--- src/verilog/pfcs_pkg.sv ---
// Package with constants and carrier types for the parallel flash host sequencer
package pfcs_pkg;
  // ==========================================================================
  // Bus widths
  localparam int ADDR_W = 20;
  localparam int DATA_W = 16;
  // ==========================================================================
  // Command codes and unlock cycles (customary unlock values, held as parameters)
  localparam logic [19:0] UNLOCK_ADDR_1 = 20'h0_5555;
  localparam logic [19:0] UNLOCK_ADDR_2 = 20'h0_2AAA;
  localparam logic [15:0] UNLOCK_DATA_1 = 16'h00AA;
  localparam logic [15:0] UNLOCK_DATA_2 = 16'h0055;
  localparam logic [15:0] CMD_PROGRAM = 16'h00A0;
  localparam logic [15:0] CMD_ERASE_SETUP = 16'h0080;
  localparam logic [15:0] CMD_SECTOR_ERASE = 16'h0030;
  localparam logic [15:0] CMD_BLOCK_ERASE = 16'h0050;
  localparam logic [15:0] CMD_CHIP_ERASE = 16'h0010;
  localparam logic [19:0] CHIP_ERASE_ADDR = 20'h0_5555;
  // ==========================================================================
  // Region geometry: sector is 2K words, block is 32K words
  localparam int SECTOR_LSB = 11;
  localparam int BLOCK_LSB = 15;
  // ==========================================================================
  // Status bit positions
  localparam int INV_DATA_BIT = 7;
  localparam int ALT_BIT = 6;
  // ==========================================================================
  // Timing at 20 MHz
  localparam int CLK_NS = 50;
  localparam int STROBE_NS = 100;
  localparam int STROBE_CYC = (STROBE_NS + CLK_NS - 1) / CLK_NS;
  localparam int READ_NS = 150;
  localparam int READ_CYC = (READ_NS + CLK_NS - 1) / CLK_NS;
  localparam int PROGRAM_US = 20;
  localparam int PROGRAM_CYC = (PROGRAM_US * 1000) / CLK_NS;
  localparam int CONFIRM_READS = 2;
  localparam int TIMER_W = 24;
  // ==========================================================================
  // Operation codes
  typedef enum logic [2:0] {
    PFCS_OP_READ = 3'h0,
    PFCS_OP_PROGRAM = 3'h1,
    PFCS_OP_SECTOR = 3'h2,
    PFCS_OP_BLOCK = 3'h3,
    PFCS_OP_CHIP = 3'h4
  } pfcs_op_e;
  typedef struct packed {
    pfcs_op_e op;
    logic [19:0] addr;
    logic [15:0] data;
  } pfcs_req_s;
  typedef struct packed {
    logic nce;
    logic noe;
    logic nwe;
    logic [19:0] addr;
    logic [15:0] dq_out;
    logic dq_oe;
  } pfcs_pins_s;
endpackage : pfcs_pkg

--- src/verilog/pfcs_host.sv ---
// Host-side command sequencer that drives a parallel NOR flash through its pins
`timescale 1ns/1ns
// Contract
// - Host writes with write strobe inside select
// - Host programs single words into erased sectors
// - Program is unlock then address/data cycle
// - Sector/block erase six cycles, 30H/50H last
// - Chip erase six cycles, 10H at 5555H
// - Once status shows done, host rereads twice to confirm
module pfcs_host (
  // Clock and reset
  input wire logic clock,
  input wire logic nrst,
  // User request
  input wire logic req_valid,
  output logic req_ready,
  input pfcs_pkg::pfcs_req_s req,
  // User answer
  output logic rsp_valid,
  output logic [15:0] rsp_data,
  output logic rsp_error,
  output logic busy,
  // Flash pins
  output logic flash_nce,
  output logic flash_noe,
  output logic flash_nwe,
  output logic [19:0] flash_addr,
  input wire logic [15:0] flash_dq_in,
  output logic [15:0] flash_dq_out,
  output logic flash_dq_oe
);
  typedef enum logic [7:0] {
    PFCS_IDLE = 8'b0000_0001,
    PFCS_CMD = 8'b0000_0010,
    PFCS_READ = 8'b0000_0100,
    PFCS_POLL = 8'b0000_1000,
    PFCS_CHECK = 8'b0001_0000,
    PFCS_CONFIRM = 8'b0010_0000,
    PFCS_DONE = 8'b0100_0000,
    PFCS_WAIT = 8'b1000_0000
  } pfcs_st_e;

  pfcs_st_e state_reg;
  pfcs_pkg::pfcs_req_s req_reg;
  logic [2:0] step_reg;
  logic [15:0] prev_reg;
  logic [1:0] confirm_reg;
  logic [23:0] timer_reg;
  logic cyc_start;
  logic cyc_write;
  logic [19:0] cyc_addr;
  logic [15:0] cyc_wdata;
  logic cyc_done;
  logic [15:0] cyc_rdata;
  logic [15:0] dq_meta_reg;
  logic [15:0] dq_sync_reg;
  pfcs_pkg::pfcs_pins_s pins;
  logic [2:0] last_step;
  logic status_done;

  // Program has a short limit of PROGRAM_CYC cycles; every erase is bounded only by the ceiling parameter
  localparam logic [23:0] PROGRAM_LIMIT = 24'(pfcs_pkg::PROGRAM_CYC);
  localparam logic [23:0] ERASE_LIMIT = 24'hFF_FFFF;

  // Cycle table: unlock pair, then command, then for erase a second unlock pair and the final code
  function automatic logic [35:0] seq_cycle(input pfcs_pkg::pfcs_req_s r, input logic [2:0] step);
    logic [19:0] a;
    logic [15:0] d;
    a = pfcs_pkg::UNLOCK_ADDR_1;
    d = pfcs_pkg::UNLOCK_DATA_1;
    case (step)
      3'd1, 3'd4: begin
        a = pfcs_pkg::UNLOCK_ADDR_2;
        d = pfcs_pkg::UNLOCK_DATA_2;
      end
      3'd2: begin
        d = (r.op == pfcs_pkg::PFCS_OP_PROGRAM) ? pfcs_pkg::CMD_PROGRAM : pfcs_pkg::CMD_ERASE_SETUP;
      end
      3'd3: begin
        if (r.op == pfcs_pkg::PFCS_OP_PROGRAM) begin
          a = r.addr;
          d = r.data;
        end
      end
      3'd5: begin
        case (r.op)
          pfcs_pkg::PFCS_OP_SECTOR: begin
            a = {r.addr[19:pfcs_pkg::SECTOR_LSB], 11'h000};
            d = pfcs_pkg::CMD_SECTOR_ERASE;
          end
          pfcs_pkg::PFCS_OP_BLOCK: begin
            a = {r.addr[19:pfcs_pkg::BLOCK_LSB], 15'h0000};
            d = pfcs_pkg::CMD_BLOCK_ERASE;
          end
          default: begin
            a = pfcs_pkg::CHIP_ERASE_ADDR;
            d = pfcs_pkg::CMD_CHIP_ERASE;
          end
        endcase
      end
      default: begin
        // Plain reads go straight to the requested word
        if (r.op == pfcs_pkg::PFCS_OP_READ) begin
          a = r.addr;
        end
      end
    endcase
    return {a, d};
  endfunction : seq_cycle

  // ==========================================================================
  // Data pins come from outside the clock domain
  always_ff @(posedge clock or negedge nrst) begin
    if (!nrst) begin
      dq_meta_reg <= 16'h0000;
      dq_sync_reg <= 16'h0000;
    end else begin
      dq_meta_reg <= flash_dq_in;
      dq_sync_reg <= dq_meta_reg;
    end
  end

  pfcs_bus_cycle u_cycle (
    .clock(clock),
    .nrst(nrst),
    .start(cyc_start),
    .is_write(cyc_write),
    .addr(cyc_addr),
    .wdata(cyc_wdata),
    .done(cyc_done),
    .rdata(cyc_rdata),
    .pins(pins),
    .dq_sync(dq_sync_reg)
  );

  assign last_step = (req_reg.op == pfcs_pkg::PFCS_OP_PROGRAM) ? 3'd3 : 3'd5;
  assign cyc_write = (state_reg == PFCS_CMD);
  assign cyc_start = (state_reg == PFCS_CMD) || (state_reg == PFCS_READ) || (state_reg == PFCS_POLL)
    || (state_reg == PFCS_CONFIRM);
  assign {cyc_addr, cyc_wdata} = seq_cycle(req_reg, step_reg);
  // Done when the toggle bit stopped and bit 7 shows true data: the written bit for program, one for erase
  assign status_done = (cyc_rdata[pfcs_pkg::ALT_BIT] == prev_reg[pfcs_pkg::ALT_BIT])
    && ((req_reg.op == pfcs_pkg::PFCS_OP_PROGRAM)
      ? (cyc_rdata[pfcs_pkg::INV_DATA_BIT] == req_reg.data[pfcs_pkg::INV_DATA_BIT])
      : cyc_rdata[pfcs_pkg::INV_DATA_BIT]);

  // ==========================================================================
  // Operation sequencing; new requests are held off while the flash is busy
  always_ff @(posedge clock or negedge nrst) begin
    if (!nrst) begin
      state_reg <= PFCS_IDLE;
      req_reg <= '{op: pfcs_pkg::PFCS_OP_READ, addr: 20'h0_0000, data: 16'h0000};
      step_reg <= 3'd0;
      prev_reg <= 16'h0000;
      confirm_reg <= 2'd0;
      timer_reg <= 24'h00_0000;
    end else begin
      case (state_reg)
        PFCS_IDLE: begin
          if (req_valid) begin
            req_reg <= req;
            step_reg <= 3'd0;
            state_reg <= (req.op == pfcs_pkg::PFCS_OP_READ) ? PFCS_READ : PFCS_CMD;
          end
        end
        PFCS_READ: begin
          state_reg <= PFCS_WAIT;
        end
        PFCS_CMD: begin
          state_reg <= PFCS_WAIT;
        end
        PFCS_WAIT: begin
          if (cyc_done) begin
            if (req_reg.op == pfcs_pkg::PFCS_OP_READ) begin
              state_reg <= PFCS_DONE;
            end else if (step_reg == last_step) begin
              timer_reg <= 24'h00_0000;
              prev_reg <= ~req_reg.data;
              state_reg <= PFCS_POLL;
            end else begin
              step_reg <= step_reg + 3'd1;
              state_reg <= PFCS_CMD;
            end
          end
        end
        PFCS_POLL, PFCS_CONFIRM: begin
          state_reg <= PFCS_CHECK;
        end
        PFCS_CHECK: begin
          // Saturates so a stuck erase reads as overrun instead of wrapping to zero
          if (timer_reg != ERASE_LIMIT) begin
            timer_reg <= timer_reg + 24'h00_0001;
          end
          if (cyc_done) begin
            prev_reg <= cyc_rdata;
            if (status_done && confirm_reg == 2'(pfcs_pkg::CONFIRM_READS)) begin
              state_reg <= PFCS_DONE;
            end else if (status_done) begin
              confirm_reg <= confirm_reg + 2'd1;
              state_reg <= PFCS_CONFIRM;
            end else begin
              confirm_reg <= 2'd0;
              state_reg <= PFCS_POLL;
            end
          end
        end
        PFCS_DONE: begin
          confirm_reg <= 2'd0;
          state_reg <= PFCS_IDLE;
        end
        default: begin
          state_reg <= PFCS_IDLE;
        end
      endcase
    end
  end

  // ==========================================================================
  // Answer and timeout reporting
  always_ff @(posedge clock or negedge nrst) begin
    if (!nrst) begin
      rsp_valid <= 1'b0;
      rsp_data <= 16'h0000;
      rsp_error <= 1'b0;
    end else begin
      rsp_valid <= (state_reg == PFCS_DONE);
      if (state_reg == PFCS_DONE) begin
        rsp_data <= cyc_rdata;
        rsp_error <= (req_reg.op == pfcs_pkg::PFCS_OP_PROGRAM) ? (timer_reg > PROGRAM_LIMIT)
          : (timer_reg == ERASE_LIMIT);
      end
    end
  end

  // Only one operation at a time, so no command is ever sent into a busy flash
  assign req_ready = (state_reg == PFCS_IDLE);
  assign busy = (state_reg != PFCS_IDLE);
  assign flash_nce = pins.nce;
  assign flash_noe = pins.noe;
  assign flash_nwe = pins.nwe;
  assign flash_addr = pins.addr;
  assign flash_dq_out = pins.dq_out;
  assign flash_dq_oe = pins.dq_oe;
endmodule : pfcs_host

--- src/verilog/pfcs_bus_cycle.sv ---
// Single bus cycle engine: one write or one read on the flash pins
`timescale 1ns/1ns
module pfcs_bus_cycle (
  // Clock and reset
  input wire logic clock,
  input wire logic nrst,
  // Cycle request
  input wire logic start,
  input wire logic is_write,
  input wire logic [19:0] addr,
  input wire logic [15:0] wdata,
  output logic done,
  output logic [15:0] rdata,
  // Flash pins
  output pfcs_pkg::pfcs_pins_s pins,
  input wire logic [15:0] dq_sync
);
  typedef enum logic [3:0] {
    PFCS_BC_IDLE = 4'b0001,
    PFCS_BC_SETUP = 4'b0010,
    PFCS_BC_STROBE = 4'b0100,
    PFCS_BC_HOLD = 4'b1000
  } pfcs_bc_e;
  pfcs_bc_e state_reg;
  logic [3:0] cnt_reg;
  logic write_reg;
  localparam logic [3:0] STROBE_LEN = 4'(pfcs_pkg::STROBE_CYC);
  // Read strobe is held longer since data passes two sync stages on the way in
  localparam logic [3:0] READ_LEN = 4'(pfcs_pkg::READ_CYC + 2);

  // ==========================================================================
  // Cycle sequencing
  always_ff @(posedge clock or negedge nrst) begin
    if (!nrst) begin
      state_reg <= PFCS_BC_IDLE;
      cnt_reg <= 4'h0;
      write_reg <= 1'b0;
    end else begin
      case (state_reg)
        PFCS_BC_IDLE: begin
          if (start) begin
            state_reg <= PFCS_BC_SETUP;
            write_reg <= is_write;
          end
        end
        PFCS_BC_SETUP: begin
          state_reg <= PFCS_BC_STROBE;
          cnt_reg <= 4'h0;
        end
        PFCS_BC_STROBE: begin
          cnt_reg <= cnt_reg + 4'h1;
          if (cnt_reg == (write_reg ? STROBE_LEN : READ_LEN) - 4'h1) begin
            state_reg <= PFCS_BC_HOLD;
          end
        end
        PFCS_BC_HOLD: begin
          state_reg <= PFCS_BC_IDLE;
        end
        default: begin
          state_reg <= PFCS_BC_IDLE;
        end
      endcase
    end
  end

  // ==========================================================================
  // Pin drive: chip select spans setup to hold so write strobe edges fall inside it
  always_ff @(posedge clock or negedge nrst) begin
    if (!nrst) begin
      pins <= '{nce: 1'b1, noe: 1'b1, nwe: 1'b1, addr: 20'h0_0000, dq_out: 16'h0000, dq_oe: 1'b0};
    end else begin
      case (state_reg)
        PFCS_BC_IDLE: begin
          pins.nce <= ~start;
          pins.noe <= 1'b1;
          pins.nwe <= 1'b1;
          pins.dq_oe <= 1'b0;
          if (start) begin
            pins.addr <= addr;
            pins.dq_out <= wdata;
          end
        end
        PFCS_BC_SETUP: begin
          pins.nwe <= ~write_reg;
          pins.noe <= write_reg;
          pins.dq_oe <= write_reg;
        end
        PFCS_BC_STROBE: begin
          if (cnt_reg == (write_reg ? STROBE_LEN : READ_LEN) - 4'h1) begin
            pins.nwe <= 1'b1;
            pins.noe <= 1'b1;
          end
        end
        PFCS_BC_HOLD: begin
          pins.nce <= 1'b1;
          pins.dq_oe <= 1'b0;
        end
        default: begin
          pins.nce <= 1'b1;
        end
      endcase
    end
  end

  // ==========================================================================
  // Read capture just before output gate rises
  always_ff @(posedge clock or negedge nrst) begin
    if (!nrst) begin
      rdata <= 16'h0000;
    end else if (state_reg == PFCS_BC_STROBE && !write_reg && cnt_reg == READ_LEN - 4'h1) begin
      rdata <= dq_sync;
    end
  end

  assign done = (state_reg == PFCS_BC_HOLD);
endmodule : pfcs_bus_cycle

--- config.mk ---
export PLATFORM = sky130hd
export DESIGN_NAME = pfcs_host
export DESIGN_NICKNAME = d
export VERILOG_FILES = /design/src/verilog/pfcs_pkg.sv /design/src/verilog/pfcs_host.sv /design/src/verilog/pfcs_bus_cycle.sv
export SDC_FILE = /design/constraint.sdc
export NUM_CORES = 1
export LEC_CHECK = 0
export ABC_AREA = 1
export BUFFER_PORTS_ARGS = -buffer_cell sky130_fd_sc_hd__buf_2
export CAP_MARGIN = 20
export CORE_ASPECT_RATIO = 1.75
export CORE_MARGIN = 2
export CORE_UTILIZATION = 51
export CTS_CLUSTER_SIZE = 16
export DETAILED_ROUTE_END_ITERATION = 16
export PLACE_DENSITY = 0.82
export SLEW_MARGIN = 15
export SYNTH_ARGS = -nofsm -noshare
export SYNTH_HDL_FRONTEND = slang
export SYNTH_SLANG_ARGS = --single-unit
--- constraint.sdc ---
create_clock -name clock -period 4.77 [get_ports clock]
set_input_delay 0.7155 -clock clock [delete_from_list [all_inputs] [get_ports clock]]
set_output_delay 0.7155 -clock clock [all_outputs]
set_load 0.03 [all_outputs]
### Word-level counts from Yosys, hierarchy flattened

Cells that the tools add are included.

* word-level logic and storage cells: 149
* flip-flop bits (word level): 198
* output and inout bits: 60
* bits of input ports: 58

* $add $sub $neg: 5
* bitwise logic cells: 3
* magnitude comparators: 1
* equality and inequality tests: 39
* reductions and logical operators: 30
* muxes and demuxes: 48

Operators with widths (count)
* $mux W24: 4
* $pmux W20 S4: 1
* $pmux W16 S4: 1
* $pmux W24 S2: 1
* $mux W7: 6
* $mux W20: 2
* $pmux W20 S2: 1
* $pmux W8 S5: 1
* $pmux W7 S2: 2
* $add A24 B1 Y24 const B: 1
* $eq A24 B24 Y1 const B: 1
* $gt A24 B9 Y1 const B: 1
* $mux W8: 3
* $ne A24 B24 Y1 const B: 1
* $mux W3: 7
* $mux W16: 1
* $ne A2 B2 Y1 const B: 8
* $reduce_and A5 Y1: 3
* $eq A3 B2 Y1 const B: 4
* $mux W4: 3
* $mux W6: 2
* $pmux W4 S3: 1
* $reduce_bool A2 Y1: 5
* $reduce_or A2 Y1: 5
* 40 further kinds: 61

### Longest topological paths before layout

* depth in word-level cells: 7
* gate-level depth with buffers: 12

### By module

Synthesis repeated with hierarchy kept, for this count alone.

* cells, all modules: 1109
* area, all modules: 8989.9 µm²

By module, submodules not included
* pfcs_host: cells an instance 807, sequential area each 3179.3 µm², times used 1, area each 6258.5 µm²
* pfcs_bus_cycle: cells an instance 302, sequential area each 1631.6 µm², times used 1, area each 2731.4 µm²

### Worst setup path after synthesis

Ideal clock, no wire load.

* kind: register to output
* start point: register state_reg[0]
* end point: output port busy
* data arrival time: 1122 ps
* setup slack: 2933 ps
* data required time: 4055 ps
* stages on the path, launching flop included: 4
* buffers on the path: 0
* cells stage by stage: dfstp_2 > nand3_1 > nor2_4 > inv_1

* word-level cells in the longest chain between the ends: 1

RTL lines
* from (decl): line pfcs_host.sv:43 `pfcs_st_e state_reg;`
* from (signal assigned): line pfcs_host.sv:163 `state_reg <= (req.op == pfcs_pkg::PFCS_OP_READ) ? PFCS_READ : PFCS_CMD;`
* $ne A8 B1 Y1: line pfcs_host.sv:237 `assign busy = (state_reg != PFCS_IDLE);`
* to (decl): line pfcs_host.sv:22 `output logic busy,`

No other way between the ends.

### Worst setup path in the final report

* start point: register u_cycle.state_reg[0]
* end point: register u_cycle.pins[18] (netlist name)

* word-level cells in the longest chain between the ends: 2

RTL lines
* from (decl): line pfcs_bus_cycle.sv:24 `pfcs_bc_e state_reg;`
* from (signal assigned): line pfcs_bus_cycle.sv:35 `state_reg <= PFCS_BC_IDLE;`
* from (signal assigned): line pfcs_bus_cycle.sv:42 `state_reg <= PFCS_BC_SETUP;`
* from (signal assigned): line pfcs_bus_cycle.sv:47 `state_reg <= PFCS_BC_STROBE;`
* $eq A4 B1 Y1: line pfcs_bus_cycle.sv:72 `case (state_reg)`
* $reduce_and A2 Y1 (no source line)

No other way between the ends.
A chain may end at the register's enable or synchronous reset.

==> impl_results.md <==
- Status: completed
- Core area: 17,500 sq um
- Asr flop ratio synth: 100%
- Part of the power in registers: 42.5%
- CTS buffer count: 17
- CTS tree: yes
- Row cnt: 64
- Syn nets: 1,113
- Most common cell after layout, fill and taps aside: nand2_1
- Vias in the first global route: 7,249
- Fin cells: 1,397
- Nets: 1,220
- Post-synth top area cell: dfrtp_1
- Synthesized flop and latch total: 192
- Slew Limit Fails: 0
- Hold slack: 0.203 ns
- Via density: 5.23
- RSZ-0062 raised after global routing: no
- Post-synth top area share: 51.5%
- Placement Cell Area: 9790 sq um
- Max IR drop VDD: 313 uV
- Worst EP required: 5.14 ns
- Initial antenna violation count: 1
- Clk pwr share: 28.9%
- Max FFs per register: 40
- Post-synth EDFFs: 0
- Power Dens Cells: 497 nW/um^2
- Final GP Congestion: 0.906
- Clock Latency Late Sink: 0.43 ns
- Clock buffer depth: 2
- Worst-Margin Slew: 0.913 ns
- Critical path arrival: 2.98 ns
- Setup crit end kind: register
- Antenna Violating Nets Remaining: 0
- Synth top area cells: dfrtp_1 (51%), nand2_1 (13%), nand3_1 (5.1%)
- Avg Inst Size Synth: 8.70 sq um
- Final TNS setup: 0 ns
- Share of cells above drive strength 1: 21.5%
- H-tree depth: 4
- Post-synthesis cell type count: 39
- Detailed Route Iter0 Violations: 531
- Crit-path max FO: 48
- Die H: 181 um
- Setup Buffers After CTS: 0
- Via count: 7,312
- Ports: 118
- Combinational power share: 28.6%
- Final instance area: 10,500 sq um
- Sw Pwr: 1.80 mW
- Final Power: 5.19 mW
- Synthesis Warnings: 0
- Crit Path Class: reg -> reg
- Residual DRC: 0
- Root buf cell: clkbuf_16
- Area growth syn-to-layout: 15.1%
- Leakage power: 5.40 nW
- 1st-pass router iterations: 5
- Crit path time final: 2.61 ns
- Die W: 105 um
- Initial Util: 52.1%
- Post-synthesis cell area: 9090 sq um
- Top_reg_cell synth: dfrtp_1
- Worst slew margin: 38.9%
- Per-cell routed wire length: 15.4 um
- Startpoint Class: register
- Hold Buf Count CTS: 0
- Min-delay worst type: in -> async
- Clock slew at reported path FFs: 0.07 ns
- Remaining global-route overflow: 0
- Most frequent cells in the layout: nand2_1 (326), dfrtp_1 (187), buf_2 (116)
- Fin crit share: 54.6%
- Clock Skew: 0.00818 ns
- Largest net degree at the start of global routing: 138
- Pint: 3.40 mW
- Tot GR Track Use: 23.5%
- Post-synthesis sequential area ratio: 52.9%
- Port bufs: 117
- Max-Cap Viols: 0
- First-pass GRT wire length: 35.2 mm
- Post_cts resized: 0
- DP Cell Count: 1,362
- Fmax achieved: 384 MHz
- Final setup vio count: 0
- Die area: 18,900 sq um
- HPWL after DPL: 14.5 mm
- Drt total wl: 21.5 mm
- Final hold violation count: 0
- Syn Inst Count: 1,045
- Clock Sinks: 192
- Switching share of power: 34.6%
[power by group through the flow]
stage	logic (mW)	registers, mW	clock network, mW
floorplan	0.929	2.38	0
global placement	1.44	2.21	0
detailed placement	1.48	2.22	0
CTS	1.49	2.20	1.52
global route	1.61	2.24	1.59
finish	1.49	2.21	1.50
[critical path: stages (launching register included)]
cell	delay [ns]
dfstp_2	0.53
inv_1	0.05
nor3_1	0.41
nand2_2	0.64
inv_2	0.68
nand2_1	0.14
nand2_1	0.08
[final timing paths]
path                                           endpoint  slack, ns  cells after the start                              from
min in group clock             dq_sync_reg[6]$_DFF_PN0_       0.35                      0          dq_meta_reg[6]$_DFF_PN0_
hold / removal                 dq_meta_reg[4]$_DFF_PN0_       0.20                      1                              nrst
max in group asynchronous   u_cycle.pins[2]$_DFFE_PN0P_       3.47                      3                              nrst
setup reg to reg           u_cycle.pins[18]$_DFFE_PN0P_       2.16                      6  u_cycle.state_reg[0]$_DFFE_PN1P_
hold reg to reg                dq_sync_reg[6]$_DFF_PN0_       0.35                      0          dq_meta_reg[6]$_DFF_PN0_
setup / recovery           u_cycle.pins[18]$_DFFE_PN0P_       2.16                      6  u_cycle.state_reg[0]$_DFFE_PN1P_
[area by class of cell]
cell class                 count  area [sq um]
antenna                        1          2.50
clock buffer                  19           433
clock inverter                13           185
fill                        1510          7000
inverter                      90           338
multi-input combinational    728          3720
sequential                   192          4810
tap                          231           289
timing repair buffer         123           679
[metal layers]
| metal | up-vias | track usage [%] | share of wire, % |
|---|---|---|---|
| met5 | - | 0 | 0 |
| met4 | 0 | 11.4 | 4.0 |
| met3 | 55 | 4.67 | 4.2 |
| met2 | 205 | 42.3 | 55 |
| met1 | 3524 | 26.1 | 37 |
| li1 | 3528 | - | - |
[synthesized netlist by cell type (all sizes together), types with 2 or more instances]
| cell type | count |
|---|---|
| nand4 | 12 |
| dfstp | 5 |
| a21oi | 26 |
| nor3 | 7 |
| nor2 | 112 |
| buf | 21 |
| inv | 90 |
| o211ai | 2 |
| xnor2 | 2 |
| nand2 | 346 |
| nor4 | 2 |
| dfrtp | 187 |
| mux2 | 31 |
| xor2 | 7 |
| clkbuf | 14 |
| o21ai | 61 |
| or2 | 10 |
| nand3 | 92 |
| o22ai | 3 |
| ha | 10 |
[per-stage QoR]
stage / utilization, % / setup WS (ns)
6_report: 59.9 / 2.16
5_1_grt: 59.9 / 1.87
4_1_cts: 59.6 / 2.11
3_5_place_dp: 56.1 / 2.15
3_3_place_gp: 56.1 / 2.23
2_1_floorplan: - / 2.93
[cell families after synthesis]
| kind of cell | after synthesis | share of synthesized area, % |
|---|---|---|
| buffers and inverters | 125 | 6.14 |
| flip-flops | 192 | 52.9 |
| adder cells (fa/ha/maj) | 10 | 1.38 |
| AO/OA/AOI/OAI | 94 | 5.33 |
| AND/OR/NAND/NOR | 584 | 28.3 |
| XOR/XNOR | 9 | 0.867 |
| multiplexers | 31 | 5.08 |
Note: power is estimated with default switching activity, not from simulation.
